<file path="src/pkg/qet_defs.vh">
// Constants for the quadrature encoder trigger block
// Included by the ratio generator and the top of the block; definitions only
`ifndef QET_DEFS_VH
`define QET_DEFS_VH
`define QET_DIV_W 24
`define QET_DIV_DEFAULT 24'h010000
`define QET_DIV_UNIT_LSB 16
`define QET_SKIP_W 8
`define QET_SKIP_DEFAULT 8'h00
`define QET_MASK_W 16
`define QET_MODE_MOTION 2'h0
`define QET_MODE_FWD 2'h1
`define QET_MODE_REV 2'h2
`define QET_OPT_RATIO 1'b0
`define QET_OPT_SKIP 1'b1
`define QET_TIMER_W 24
`endif

</file>
<file path="src/qet_quad_decoder.v">
// Quadrature decoder: four-state machine giving one signed step per valid edge
// Assumes phase inputs already synchronised to clk
`timescale 1ns/10ps
`default_nettype none
module qet_quad_decoder (
  input wire clk,
  input wire reset_n,
  input wire phase_a,
  input wire phase_b,
  output reg step,
  output reg step_dir,
  output reg a_rise
);
  reg [1:0] prev;
  wire [1:0] cur = {phase_a, phase_b};
  // Gray order 00,01,11,10 is one direction
  function [1:0] qet_gray_idx;
    input [1:0] s;
    begin
      case (s)
        2'h0: qet_gray_idx = 2'h0;
        2'h1: qet_gray_idx = 2'h1;
        2'h3: qet_gray_idx = 2'h2;
        default: qet_gray_idx = 2'h3;
      endcase
    end
  endfunction
  wire [1:0] diff = qet_gray_idx(cur) - qet_gray_idx(prev);
  always @(posedge clk or negedge reset_n) begin
    if (!reset_n) begin
      prev <= 2'h0;
      step <= 1'b0;
      step_dir <= 1'b0;
      a_rise <= 1'b0;
    end else begin
      prev <= cur;
      a_rise <= cur[1] & ~prev[1];
      // Double transitions (diff 2) are ignored
      step <= (diff == 2'h1) | (diff == 2'h3);
      // A leads B walks 00,10,11,01 and gives diff 3 (forward); B leading gives diff 1
      if (diff == 2'h3)
        step_dir <= 1'b1;
      else if (diff == 2'h1)
        step_dir <= 1'b0;
    end
  end
endmodule
`default_nettype wire

</file>
<file path="src/qet_ratio_gen.v">
// Ratio trigger generator: decimation for nonzero multiples of 65536, interval synthesis otherwise
// Assumes a one-cycle pulse per channel A rising edge on clk
`timescale 1ns/10ps
`default_nettype none
`include "qet_defs.vh"
module qet_ratio_gen #(
  parameter DIV_W = `QET_DIV_W,
  parameter TIMER_W = `QET_TIMER_W
) (
  input wire clk,
  input wire reset_n,
  input wire clear,
  input wire [DIV_W-1:0] divisor,
  input wire in_pulse,
  output reg trig
);
  wire [15:0] frac = divisor[`QET_DIV_UNIT_LSB-1:0];
  wire [DIV_W-17:0] mult = divisor[DIV_W-1:`QET_DIV_UNIT_LSB];
  wire is_decim = (frac == 16'h0000) && (mult != 0);
  reg [DIV_W-17:0] dec_cnt;
  reg [TIMER_W-1:0] period;
  reg [TIMER_W-1:0] meas;
  reg [TIMER_W+DIV_W-1:0] acc;
  localparam ACC_W = TIMER_W + DIV_W;
  // Each cycle adds one unit of 65536; a trigger is due once period*divisor is reached
  wire [ACC_W-1:0] unit = {{(ACC_W-17){1'b0}}, 17'h10000};
  wire [ACC_W-1:0] thresh = {{DIV_W{1'b0}}, period} * {{TIMER_W{1'b0}}, divisor};
  wire [ACC_W-1:0] acc_inc = acc + unit;
  // First pulse after a clear only starts the interval measurement
  reg primed;
  always @(posedge clk or negedge reset_n) begin
    if (!reset_n) begin
      dec_cnt <= {(DIV_W-16){1'b0}};
      period <= {TIMER_W{1'b0}};
      meas <= {TIMER_W{1'b0}};
      acc <= {ACC_W{1'b0}};
      primed <= 1'b0;
      trig <= 1'b0;
    end else begin
      trig <= 1'b0;
      if (clear) begin
        dec_cnt <= {(DIV_W-16){1'b0}};
        period <= {TIMER_W{1'b0}};
        meas <= {TIMER_W{1'b0}};
        acc <= {ACC_W{1'b0}};
        primed <= 1'b0;
      end else if (is_decim) begin
        // Every mult-th pulse fires: 65536 gives 1:1, 131072 gives 2:1
        if (in_pulse) begin
          if (dec_cnt + 1'b1 >= mult) begin
            dec_cnt <= {(DIV_W-16){1'b0}};
            trig <= 1'b1;
          end else begin
            dec_cnt <= dec_cnt + 1'b1;
          end
        end
      end else begin
        // Triggers spaced period*divisor/65536 cycles apart
        if (meas != {TIMER_W{1'b1}})
          meas <= meas + 1'b1;
        if (in_pulse) begin
          if (primed)
            period <= meas;
          primed <= 1'b1;
          meas <= {TIMER_W{1'b0}};
        end
        if (period != {TIMER_W{1'b0}}) begin
          if (acc_inc >= thresh) begin
            acc <= acc_inc - thresh;
            trig <= 1'b1;
          end else begin
            acc <= acc_inc;
          end
        end
      end
    end
  end
endmodule
`default_nettype wire

</file>
<file path="src/qet_encoder_trigger.v">
// Top of the quadrature encoder trigger block: decode, trigger modes, reverse masking
// Phase pins asynchronous; controls static from the same clock
`timescale 1ns/10ps
`default_nettype none
`include "qet_defs.vh"
module qet_encoder_trigger #(
  parameter DIV_W = `QET_DIV_W,
  parameter SKIP_W = `QET_SKIP_W,
  parameter MASK_W = `QET_MASK_W
) (
  input wire CLOCK,
  input wire RESET_N,
  input wire PHASE_A,
  input wire PHASE_B,
  input wire [DIV_W-1:0] TRIGGER_RATIO_DIVISOR,
  input wire EDGE_SKIP_OPTION,
  input wire [SKIP_W-1:0] EDGE_SKIP_COUNT,
  input wire [1:0] OUTPUT_DIRECTION_MODE,
  input wire TRAVEL_SENSE_SELECT,
  input wire CAPTURE_BEGIN_CMD,
  output reg LINE_TRIGGER,
  output reg OUTPUT_PAUSED,
  output reg DIRECTION,
  output reg [MASK_W-1:0] REVERSE_MASK_COUNTER
);
  reg [1:0] sync_a;
  reg [1:0] sync_b;
  wire step;
  wire step_dir;
  wire a_rise;
  wire ratio_trig;
  reg [SKIP_W-1:0] skip_cnt;
  reg skip_trig;
  always @(posedge CLOCK or negedge RESET_N) begin
    if (!RESET_N) begin
      sync_a <= 2'h0;
      sync_b <= 2'h0;
    end else begin
      sync_a <= {sync_a[0], PHASE_A};
      sync_b <= {sync_b[0], PHASE_B};
    end
  end
  qet_quad_decoder u_dec (
    .clk(CLOCK),
    .reset_n(RESET_N),
    .phase_a(sync_a[1]),
    .phase_b(sync_b[1]),
    .step(step),
    .step_dir(step_dir),
    .a_rise(a_rise)
  );
  qet_ratio_gen #(.DIV_W(DIV_W)) u_ratio (
    .clk(CLOCK),
    .reset_n(RESET_N),
    .clear(CAPTURE_BEGIN_CMD),
    .divisor(TRIGGER_RATIO_DIVISOR),
    .in_pulse(a_rise),
    .trig(ratio_trig)
  );
  // Edge-skip: every decoded edge is one input pulse, four per A period
  always @(posedge CLOCK or negedge RESET_N) begin
    if (!RESET_N) begin
      skip_cnt <= `QET_SKIP_DEFAULT;
      skip_trig <= 1'b0;
    end else begin
      skip_trig <= 1'b0;
      if (CAPTURE_BEGIN_CMD) begin
        skip_cnt <= `QET_SKIP_DEFAULT;
      end else if (step) begin
        if (skip_cnt >= EDGE_SKIP_COUNT) begin
          skip_cnt <= `QET_SKIP_DEFAULT;
          skip_trig <= 1'b1;
        end else begin
          skip_cnt <= skip_cnt + 1'b1;
        end
      end
    end
  end
  // Forward after travel sense applied
  wire fwd = step_dir ^ TRAVEL_SENSE_SELECT;
  wire mode_fwd = (OUTPUT_DIRECTION_MODE == `QET_MODE_FWD);
  wire mode_rev = (OUTPUT_DIRECTION_MODE == `QET_MODE_REV);
  wire masking = mode_fwd | mode_rev;
  wire wanted = mode_fwd ? fwd : ~fwd;
  wire raw_trig = (EDGE_SKIP_OPTION == `QET_OPT_SKIP) ? skip_trig : ratio_trig;
  wire cnt_zero = (REVERSE_MASK_COUNTER == {MASK_W{1'b0}});
  wire [MASK_W-1:0] cnt_max = {MASK_W{1'b1}};
  reg [MASK_W-1:0] next_count;
  always @* begin
    next_count = REVERSE_MASK_COUNTER;
    if (CAPTURE_BEGIN_CMD)
      next_count = {MASK_W{1'b0}};
    else if (!masking)
      next_count = {MASK_W{1'b0}};
    else if (step && !wanted && REVERSE_MASK_COUNTER != cnt_max)
      next_count = REVERSE_MASK_COUNTER + 1'b1;
    else if (step && wanted && !cnt_zero)
      next_count = REVERSE_MASK_COUNTER - 1'b1;
  end
  // In forward or reverse mode, output allowed only while moving in the wanted direction with zero count
  wire gate_ok = !masking || (cnt_zero && wanted && !(step && !wanted));
  always @(posedge CLOCK or negedge RESET_N) begin
    if (!RESET_N) begin
      REVERSE_MASK_COUNTER <= {MASK_W{1'b0}};
      LINE_TRIGGER <= 1'b0;
      OUTPUT_PAUSED <= 1'b0;
      DIRECTION <= 1'b0;
    end else begin
      REVERSE_MASK_COUNTER <= next_count;
      LINE_TRIGGER <= raw_trig && gate_ok && !CAPTURE_BEGIN_CMD;
      OUTPUT_PAUSED <= masking && (next_count != {MASK_W{1'b0}} || (step && !wanted));
      DIRECTION <= fwd;
    end
  end
endmodule
`default_nettype wire

</file>
<file path="config.mk">
export PLATFORM = sky130hd
export DESIGN_NAME = qet_encoder_trigger
export DESIGN_NICKNAME = d
export VERILOG_FILES = /design/src/qet_quad_decoder.v /design/src/qet_ratio_gen.v /design/src/qet_encoder_trigger.v
export VERILOG_INCLUDE_DIRS = /design/src /design/src/pkg
export SDC_FILE = /design/constraint.sdc
export NUM_CORES = 2
export LEC_CHECK = 0
export ABC_AREA = 0
export BUFFER_PORTS_ARGS = -buffer_cell sky130_fd_sc_hd__buf_2
export CELL_PAD_IN_SITES_DETAIL_PLACEMENT = 1
export CELL_PAD_IN_SITES_GLOBAL_PLACEMENT = 2
export CORE_UTILIZATION = 45
export DETAILED_ROUTE_END_ITERATION = 10
export PLACE_DENSITY = 0.92
export SLEW_MARGIN = 25
export SYNTH_ARGS = -nofsm -noshare
export SYNTH_HDL_FRONTEND = slang
export SYNTH_SLANG_ARGS = --single-unit
</file>
<file path="constraint.sdc">
create_clock -name CLOCK -period 14.7 [get_ports CLOCK]
set_input_delay 2.94 -clock CLOCK [delete_from_list [all_inputs] [get_ports CLOCK]]
set_output_delay 2.94 -clock CLOCK [all_outputs]
set_load 0.01 [all_outputs]
</file>
### Word-level counts from Yosys, hierarchy flattened

Index checks and enable logic that the tools add are counted.

| cells by class | value |
|---|---|
| muxes and demuxes | 41 |
| bitwise operators | 6 |
| reduce and logical (&&, ||, !) cells | 36 |
| $add $sub $neg | 8 |
| equal/unequal tests | 11 |
| magnitude comparators | 3 |
| $mul | 1 |

Operators with widths:

| operator | count |
|---|---|
| $mux 24 | 8 |
| $mux 48 | 4 |
| $mux 16 | 4 |
| $mux 8 | 7 |
| $add 48x17->48 const B | 1 |
| $ge 48x48->1 | 1 |
| $mul 24x24->48 | 1 |
| $sub 48x48->48 | 1 |
| $logic_not 16->1 | 2 |
| $add 24x1->24 const B | 1 |
| $ne 24x24->1 const B | 1 |
| $reduce_bool 24->1 | 1 |
| $add 16x1->16 const B | 1 |
| $add 8x1->8 const B | 2 |
| $ge 8x8->1 | 2 |
| $mux 1 | 16 |
| $ne 16x16->1 const B | 1 |
| $reduce_bool 16->1 | 1 |
| $sub 16x1->16 const B | 1 |
| $pmux 2 s3 | 2 |
| $reduce_bool 2->1 | 6 |
| $logic_and 1x1->1 | 10 |
| $eq 2x1->1 const B | 4 |
| $eq 2x2->1 const B | 4 |
| other kinds (13) | 24 |

| storage, ports and cells | value |
|---|---|
| bits in registers | 143 |
| word-level logic and storage cells | 124 |
| output and inout port bits | 19 |

### Logic depth before layout (Yosys ltp)

| depth | value |
|---|---|
| depth after elaboration | 12 |
| mapped depth | 41 |
| mapped depth without buffers | 37 |

### By module

Synthesis repeated with hierarchy kept, for this count alone.

| second synthesis, totals | value |
|---|---|
| cells, all modules | 3441 |
| area, all modules | 29796.1 um2 |

Modules (own cells, without submodules):

| module | area each (um2) | sequential area each (um2) | times used | cells an instance |
|---|---|---|---|---|
| qet_ratio_gen | 27373.8 | 2652.5 | 1 | 3188 |
| qet_encoder_trigger | 2172.1 | 800.8 | 1 | 233 |
| qet_quad_decoder | 250.2 | 125.1 | 1 | 20 |

### Worst setup path before layout

Ideal clock, no wire load.

| path | value |
|---|---|
| kind | in2reg |
| start | input port TRIGGER_RATIO_DIVISOR[3] |
| end | register u_ratio.acc[43] |
| path slack | 3.057 ns |
| stages | 40 |
| buffers on the path | 4 |
| arrival time | 11.505 ns |
| path through | clkbuf_1 > clkbuf_1 > nand2_1 > fa_1 > inv_1 > fa_1 > inv_1 > fa_1 > inv_1 > fa_1 > inv_1 > fa_1 > inv_1 > fa_1 > inv_1 > fa_1 > inv_1 > ha_1 > [4 not listed] > o21ba_2 > a211oi_2 > o21bai_1 > a21oi_1 > o21bai_1 > xnor2_1 > ha_1 > a21oi_1 > o21ai_0 > a21o_1 > a211oi_1 > o21ai_0 > o21ai_4 > nand2_1 > buf_4 > nand2_1 > buf_2 > o221ai_1 |

| between the ends | value |
|---|---|
| word-level cells in the longest chain between the ends | 6 |
| elaborated cells between the ends (all ways) | 11 |

Ends and longest elaborated chain:

| what | RTL line | source |
|---|---|---|
| start, declared | qet_encoder_trigger.v:15 | `input wire [DIV_W-1:0] TRIGGER_RATIO_DIVISOR,` |
| $mul 24x24->48 | qet_ratio_gen.v:27 | `wire [ACC_W-1:0] thresh = {{DIV_W{1'b0}}, period} * {{TIMER_W{1'b0}}, divisor};` |
| $sub 48x48->48 or $ge 48x48->1 (tied branches) | qet_ratio_gen.v:69, qet_ratio_gen.v:68 |  |
| $mux 48 | qet_ratio_gen.v:68 | `if (acc_inc >= thresh) begin` |
| $mux 48 | qet_ratio_gen.v:67 | `if (period != {TIMER_W{1'b0}}) begin` |
| $mux 48 | qet_ratio_gen.v:47 | `end else if (is_decim) begin` |
| $mux 48 | qet_ratio_gen.v:41 | `if (clear) begin` |
| end signal, assigned | qet_ratio_gen.v:45 | `acc <= {ACC_W{1'b0}};` |
| end signal, assigned | qet_ratio_gen.v:69 | `acc <= acc_inc - thresh;` |
| end signal, assigned | qet_ratio_gen.v:72 | `acc <= acc_inc;` |
| end, declared | qet_ratio_gen.v:23 | `reg [TIMER_W+DIV_W-1:0] acc;` |

Parallel ways exist; a longest one is shown, timed or not. The select of a mux whose other input is x is not followed.
A chain may end at the register's enable or synchronous reset.

### Worst setup path after layout

| path | value |
|---|---|
| start | input port TRIGGER_RATIO_DIVISOR[3] |
| end | register u_ratio.acc[6] |

The elaborated chain is that of the path after synthesis.

==> impl_metrics.xml <==
<?xml version="1.0" encoding="UTF-8"?>
<metrics>
  <group name="grt">
    <metric name="number_of_global_route_vias_before_repair" unit="">26600</metric>
    <metric name="pin_count_of_the_biggest_net_entering_global_routing" unit="">75</metric>
    <metric name="grt_antenna_before_repair" unit="">0</metric>
    <metric name="grt-ovfl-total" unit="">0</metric>
    <metric name="wire_length_of_the_first_global_routing_pass" unit="um">147000</metric>
    <metric name="globalRouteTotalUtil" unit="">0.281</metric>
  </group>
  <group name="floorplanning">
    <metric name="initial_cell_density_of_the_core" unit="">0.456</metric>
    <metric name="row_count" unit="">93</metric>
    <metric name="ioPinCount" unit="">60</metric>
    <metric name="fp.dieArea" unit="mm2">0.0663</metric>
    <metric name="die-width" unit="um">258</metric>
    <metric name="die_height" unit="um">258</metric>
    <metric name="core" unit="mm2">0.0645</metric>
  </group>
  <group name="synth">
    <metric name="number_of_enable_flip_flop_cells_after_synthesis" unit="">0</metric>
    <metric name="async_flop_share" unit="">1.00</metric>
    <metric name="dominantRegCellSynth" unit="">dfrtp_1</metric>
    <metric name="sequential_area_share_after_synthesis" unit="">0.122</metric>
    <metric name="synth.avg_cell_area" unit="um2">8.69</metric>
    <metric name="synth.yosys.warnings" unit="">0</metric>
    <metric name="syn_inst" unit="">3381</metric>
    <metric name="synthDistinctLibCells" unit="">84</metric>
    <metric name="synth_area" unit="mm2">0.0294</metric>
    <metric name="synthesis.nets" unit="">4156</metric>
    <metric name="yosys_register_bits" unit="">143</metric>
  </group>
  <group name="clock_network">
    <metric name="holdBufCountCts" unit="">0</metric>
    <metric name="post-cts-setup-buffers" unit="">0</metric>
    <metric name="worst_skew_pair.late_latency" unit="ps">460</metric>
    <metric name="root_buffer" unit="">clkbuf_16</metric>
    <metric name="htree_num_levels" unit="">4</metric>
    <metric name="worst_setup_hold_path_clk_slew" unit="ps">70</metric>
    <metric name="numCtsBuffers" unit="">17</metric>
    <metric name="clock_tree_from_tritoncts" unit="">built</metric>
    <metric name="cts.repair.resized" unit="">0</metric>
    <metric name="clock_sinks" unit="">143</metric>
    <metric name="clock_path_buffers" unit="">2</metric>
  </group>
  <group name="place">
    <metric name="gp_routability_congestion" unit="">0.894</metric>
    <metric name="hpwlAfterDp" unit="um">69900</metric>
    <metric name="io_buffer_count" unit="">59</metric>
    <metric name="dpl_worst_slack" unit="ps">1640</metric>
  </group>
  <group name="routing">
    <metric name="wl_per_cell" unit="um">21.1</metric>
    <metric name="antenna_violating_nets_post_route" unit="">0</metric>
    <metric name="detailedRoute.firstIterationViolations" unit="">1581</metric>
    <metric name="postRouteWirelength" unit="um">88600</metric>
    <metric name="route.vias.total" unit="">23400</metric>
    <metric name="drc_errors_left" unit="">0</metric>
    <metric name="detailedRoute.firstPassIterationCount" unit="">5</metric>
    <metric name="post_drt_via_cell_ratio" unit="">5.58</metric>
  </group>
  <group name="hold_path">
    <metric name="min_delay_path_depth" unit="">0</metric>
    <metric name="timing.hold.worst.class" unit="">flip-flop to flip-flop</metric>
    <metric name="worstHoldEndpoint" unit="">sync_a[1]$_DFF_PN0_</metric>
    <metric name="hp-start" unit="">sync_a[0]$_DFF_PN0_</metric>
  </group>
  <group name="cells_and_area">
    <metric name="synthToLayoutAreaGrowth" unit="%">5.41</metric>
    <metric name="commonest_non_fill_non_tap_cell_in_the_layout" unit="">inv_1</metric>
    <metric name="final_core_util" unit="">0.481</metric>
    <metric name="filler_cell_count" unit="">7630</metric>
    <metric name="most-common-layout-cells" unit="">inv_1, fa_1, nand2_1</metric>
    <metric name="n_antenna_cell" unit="">0</metric>
    <metric name="number_of_nets_at_the_end_of_the_flow" unit="">4098</metric>
    <metric name="post_route_cells_drive_above_1_share" unit="">0.0468</metric>
  </group>
  <group name="worst_setup_path">
    <metric name="crit-reg2reg-launch" unit="">u_ratio.period[10]$_DFFE_PN0P_</metric>
    <metric name="worst-setup-path-type" unit="">input pin to flip-flop</metric>
    <metric name="worst_path_max_delay_cell" unit="">a21oi_2</metric>
    <metric name="critical_path_s_largest_stage_delay" unit="ps">680</metric>
    <metric name="timing.critical_path.from_type" unit="">input pin</metric>
    <metric name="cp-end-kind" unit="">flip-flop</metric>
    <metric name="data_arrival_time_of_the_critical_path" unit="ps">13000</metric>
    <metric name="worstPathMaxFanout" unit="">29</metric>
    <metric name="worstPathRequired" unit="ps">15060</metric>
    <metric name="worst-r2r-cell-count" unit="">37</metric>
    <metric name="setup.reg_to_reg.worst_slack" unit="ps">4010</metric>
    <metric name="regToRegEndpoint" unit="">u_ratio.acc[6]$_DFFE_PN0P_</metric>
  </group>
  <group name="timing">
    <metric name="report.final.setup_viol" unit="">0</metric>
    <metric name="worst_pin_slew" unit="ps">997</metric>
    <metric name="maxClockFrequency" unit="MHz">79.1</metric>
    <metric name="setup_repair_after_global_routing_missed_its_margin" unit="">no</metric>
    <metric name="timing_max_transition_violations_final" unit="">0</metric>
    <metric name="layout_min_cycle_time" unit="ps">12640</metric>
    <metric name="report.final.hold_viol_count" unit="">0</metric>
    <metric name="timing.clock.skew" unit="ps">11.1</metric>
    <metric name="final.setup.worst_slack" unit="ps">2060</metric>
    <metric name="setup_tns" unit="ps">0</metric>
    <metric name="slew_headroom" unit="">0.333</metric>
    <metric name="timing.final.crit_share" unit="">0.860</metric>
    <metric name="fin_hold_ws" unit="ps">351</metric>
  </group>
  <group name="power_and_ir_drop">
    <metric name="cellPowerDensity" unit="mW/mm2">44.8</metric>
    <metric name="vdd_drop_max" unit="uV">68.1</metric>
    <metric name="static_leakage" unit="nW">16.1</metric>
  </group>
  <group name="run">
    <metric name="drv.max_cap_violation_count" unit="">0</metric>
  </group>
  <group name="outcome">
    <metric name="status" unit="">finished clean</metric>
  </group>
</metrics>
==> critical path, delay by kind of cell <==
kind            cells  cell delay [ps]
compound gates     17             4100
fa+ha+maj           9             4360
xor+xnor            1              140
buf+inv             9             1100
simple gates        2              290
==> layer usage <==
metal | up-vias | global-route usage | routed length [um]
li1 | 10500 | - | -
met1 | 12200 | 0.381 | 38600
met2 | 597 | 0.477 | 43500
met3 | 107 | 0.0303 | 4460
met4 | 0 | 0.0761 | 1920
met5 | - | 0 | 0
==> cells by family after synthesis <==
family                   after synthesis  synth area share
flip-flops                           143             0.122
AND/OR/NAND/NOR                     1112             0.186
multiplexers                           7           0.00238
XOR/XNOR                             166            0.0499
adder cells (fa/ha/maj)              734             0.436
buffers and inverters                772            0.0997
AO/OA/AOI/OAI                        447             0.105
==> cell usage after synthesis, types with 19 or more instances <==
cell type | n | share of area
a21oi_1 | 125 | 0.021
xor2_1 | 76 | 0.023
nor2b_1 | 19 | 0.0040
and2_1 | 284 | 0.060
a21o_1 | 57 | 0.015
nand2_1 | 442 | 0.056
and3_1 | 23 | 0.0049
nor2_1 | 142 | 0.018
nand4_1 | 32 | 0.0068
clkbuf_1 | 146 | 0.019
o21ai_0 | 55 | 0.0094
inv_1 | 604 | 0.077
o21bai_1 | 21 | 0.0054
nand3_1 | 69 | 0.012
nor4_1 | 22 | 0.0047
nor3_1 | 20 | 0.0034
dfrtp_1 | 143 | 0.12
a22o_1 | 24 | 0.0072
xnor2_1 | 89 | 0.027
fa_1 | 483 | 0.33
ha_1 | 251 | 0.11
==> how the worst max path moves through the flow <==
stage | startpoint | end | slack [ps] | cells past startpoint
floorplan | TRIGGER_RATIO_DIVISOR[3] | u_ratio.acc[43]$_DFFE_PN0P_ | 3060 | 40
global route | TRIGGER_RATIO_DIVISOR[3] | u_ratio.acc[7]$_DFFE_PN0P_ | 1310 | 38
CTS | TRIGGER_RATIO_DIVISOR[3] | u_ratio.acc[6]$_DFFE_PN0P_ | 2050 | 38
finish | TRIGGER_RATIO_DIVISOR[3] | u_ratio.acc[6]$_DFFE_PN0P_ | 2060 | 38
global placement | TRIGGER_RATIO_DIVISOR[3] | u_ratio.acc[24]$_DFFE_PN0P_ | 1770 | 37
detailed placement | TRIGGER_RATIO_DIVISOR[3] | u_ratio.acc[6]$_DFFE_PN0P_ | 1640 | 38
==> through the flow <==
stage                     area [um2]  total power, W  cells
after detailed placement       30400        0.000926   4159
after global placement         30300        0.000911   4159
after floorplan                29400        0.000782   3381
final                          31000         0.00139   4191
after global routing           31000         0.00146   4191
after CTS                      31000         0.00140   4191
==> final cells by class <==
type                            count  area [um2]  share of cell area
Multi-Input combinational cell   2466       22900               0.739
Sequential cell                   143        3580               0.115
Inverter                          605        2270              0.0733
Tap cell                          855        1070              0.0345
Timing Repair Buffer               90         538              0.0174
Clock buffer                       17         425              0.0137
Clock inverter                     15         195             0.00630
==> where the power goes <==
group | switching (W) | internal (W) | total [W]
Clock | 0.000219 | 0.000245 | 0.000464
Sequential | 0.0000326 | 0.000413 | 0.000445
Combinational | 0.000303 | 0.000176 | 0.000478
Total | 0.000554 | 0.000834 | 0.00139
==> registers in the layout (all words and copies together), names as in the netlist, 2 cells and up <==
name,count
sync_b,2
skip_cnt,8
REVERSE_MASK_COUNTER,16
u_ratio.meas,24
u_ratio.period,24
sync_a,2
u_dec.prev,2
u_ratio.dec_cnt,8
u_ratio.acc,48
Note: power is estimated with default switching activity, not from simulation.
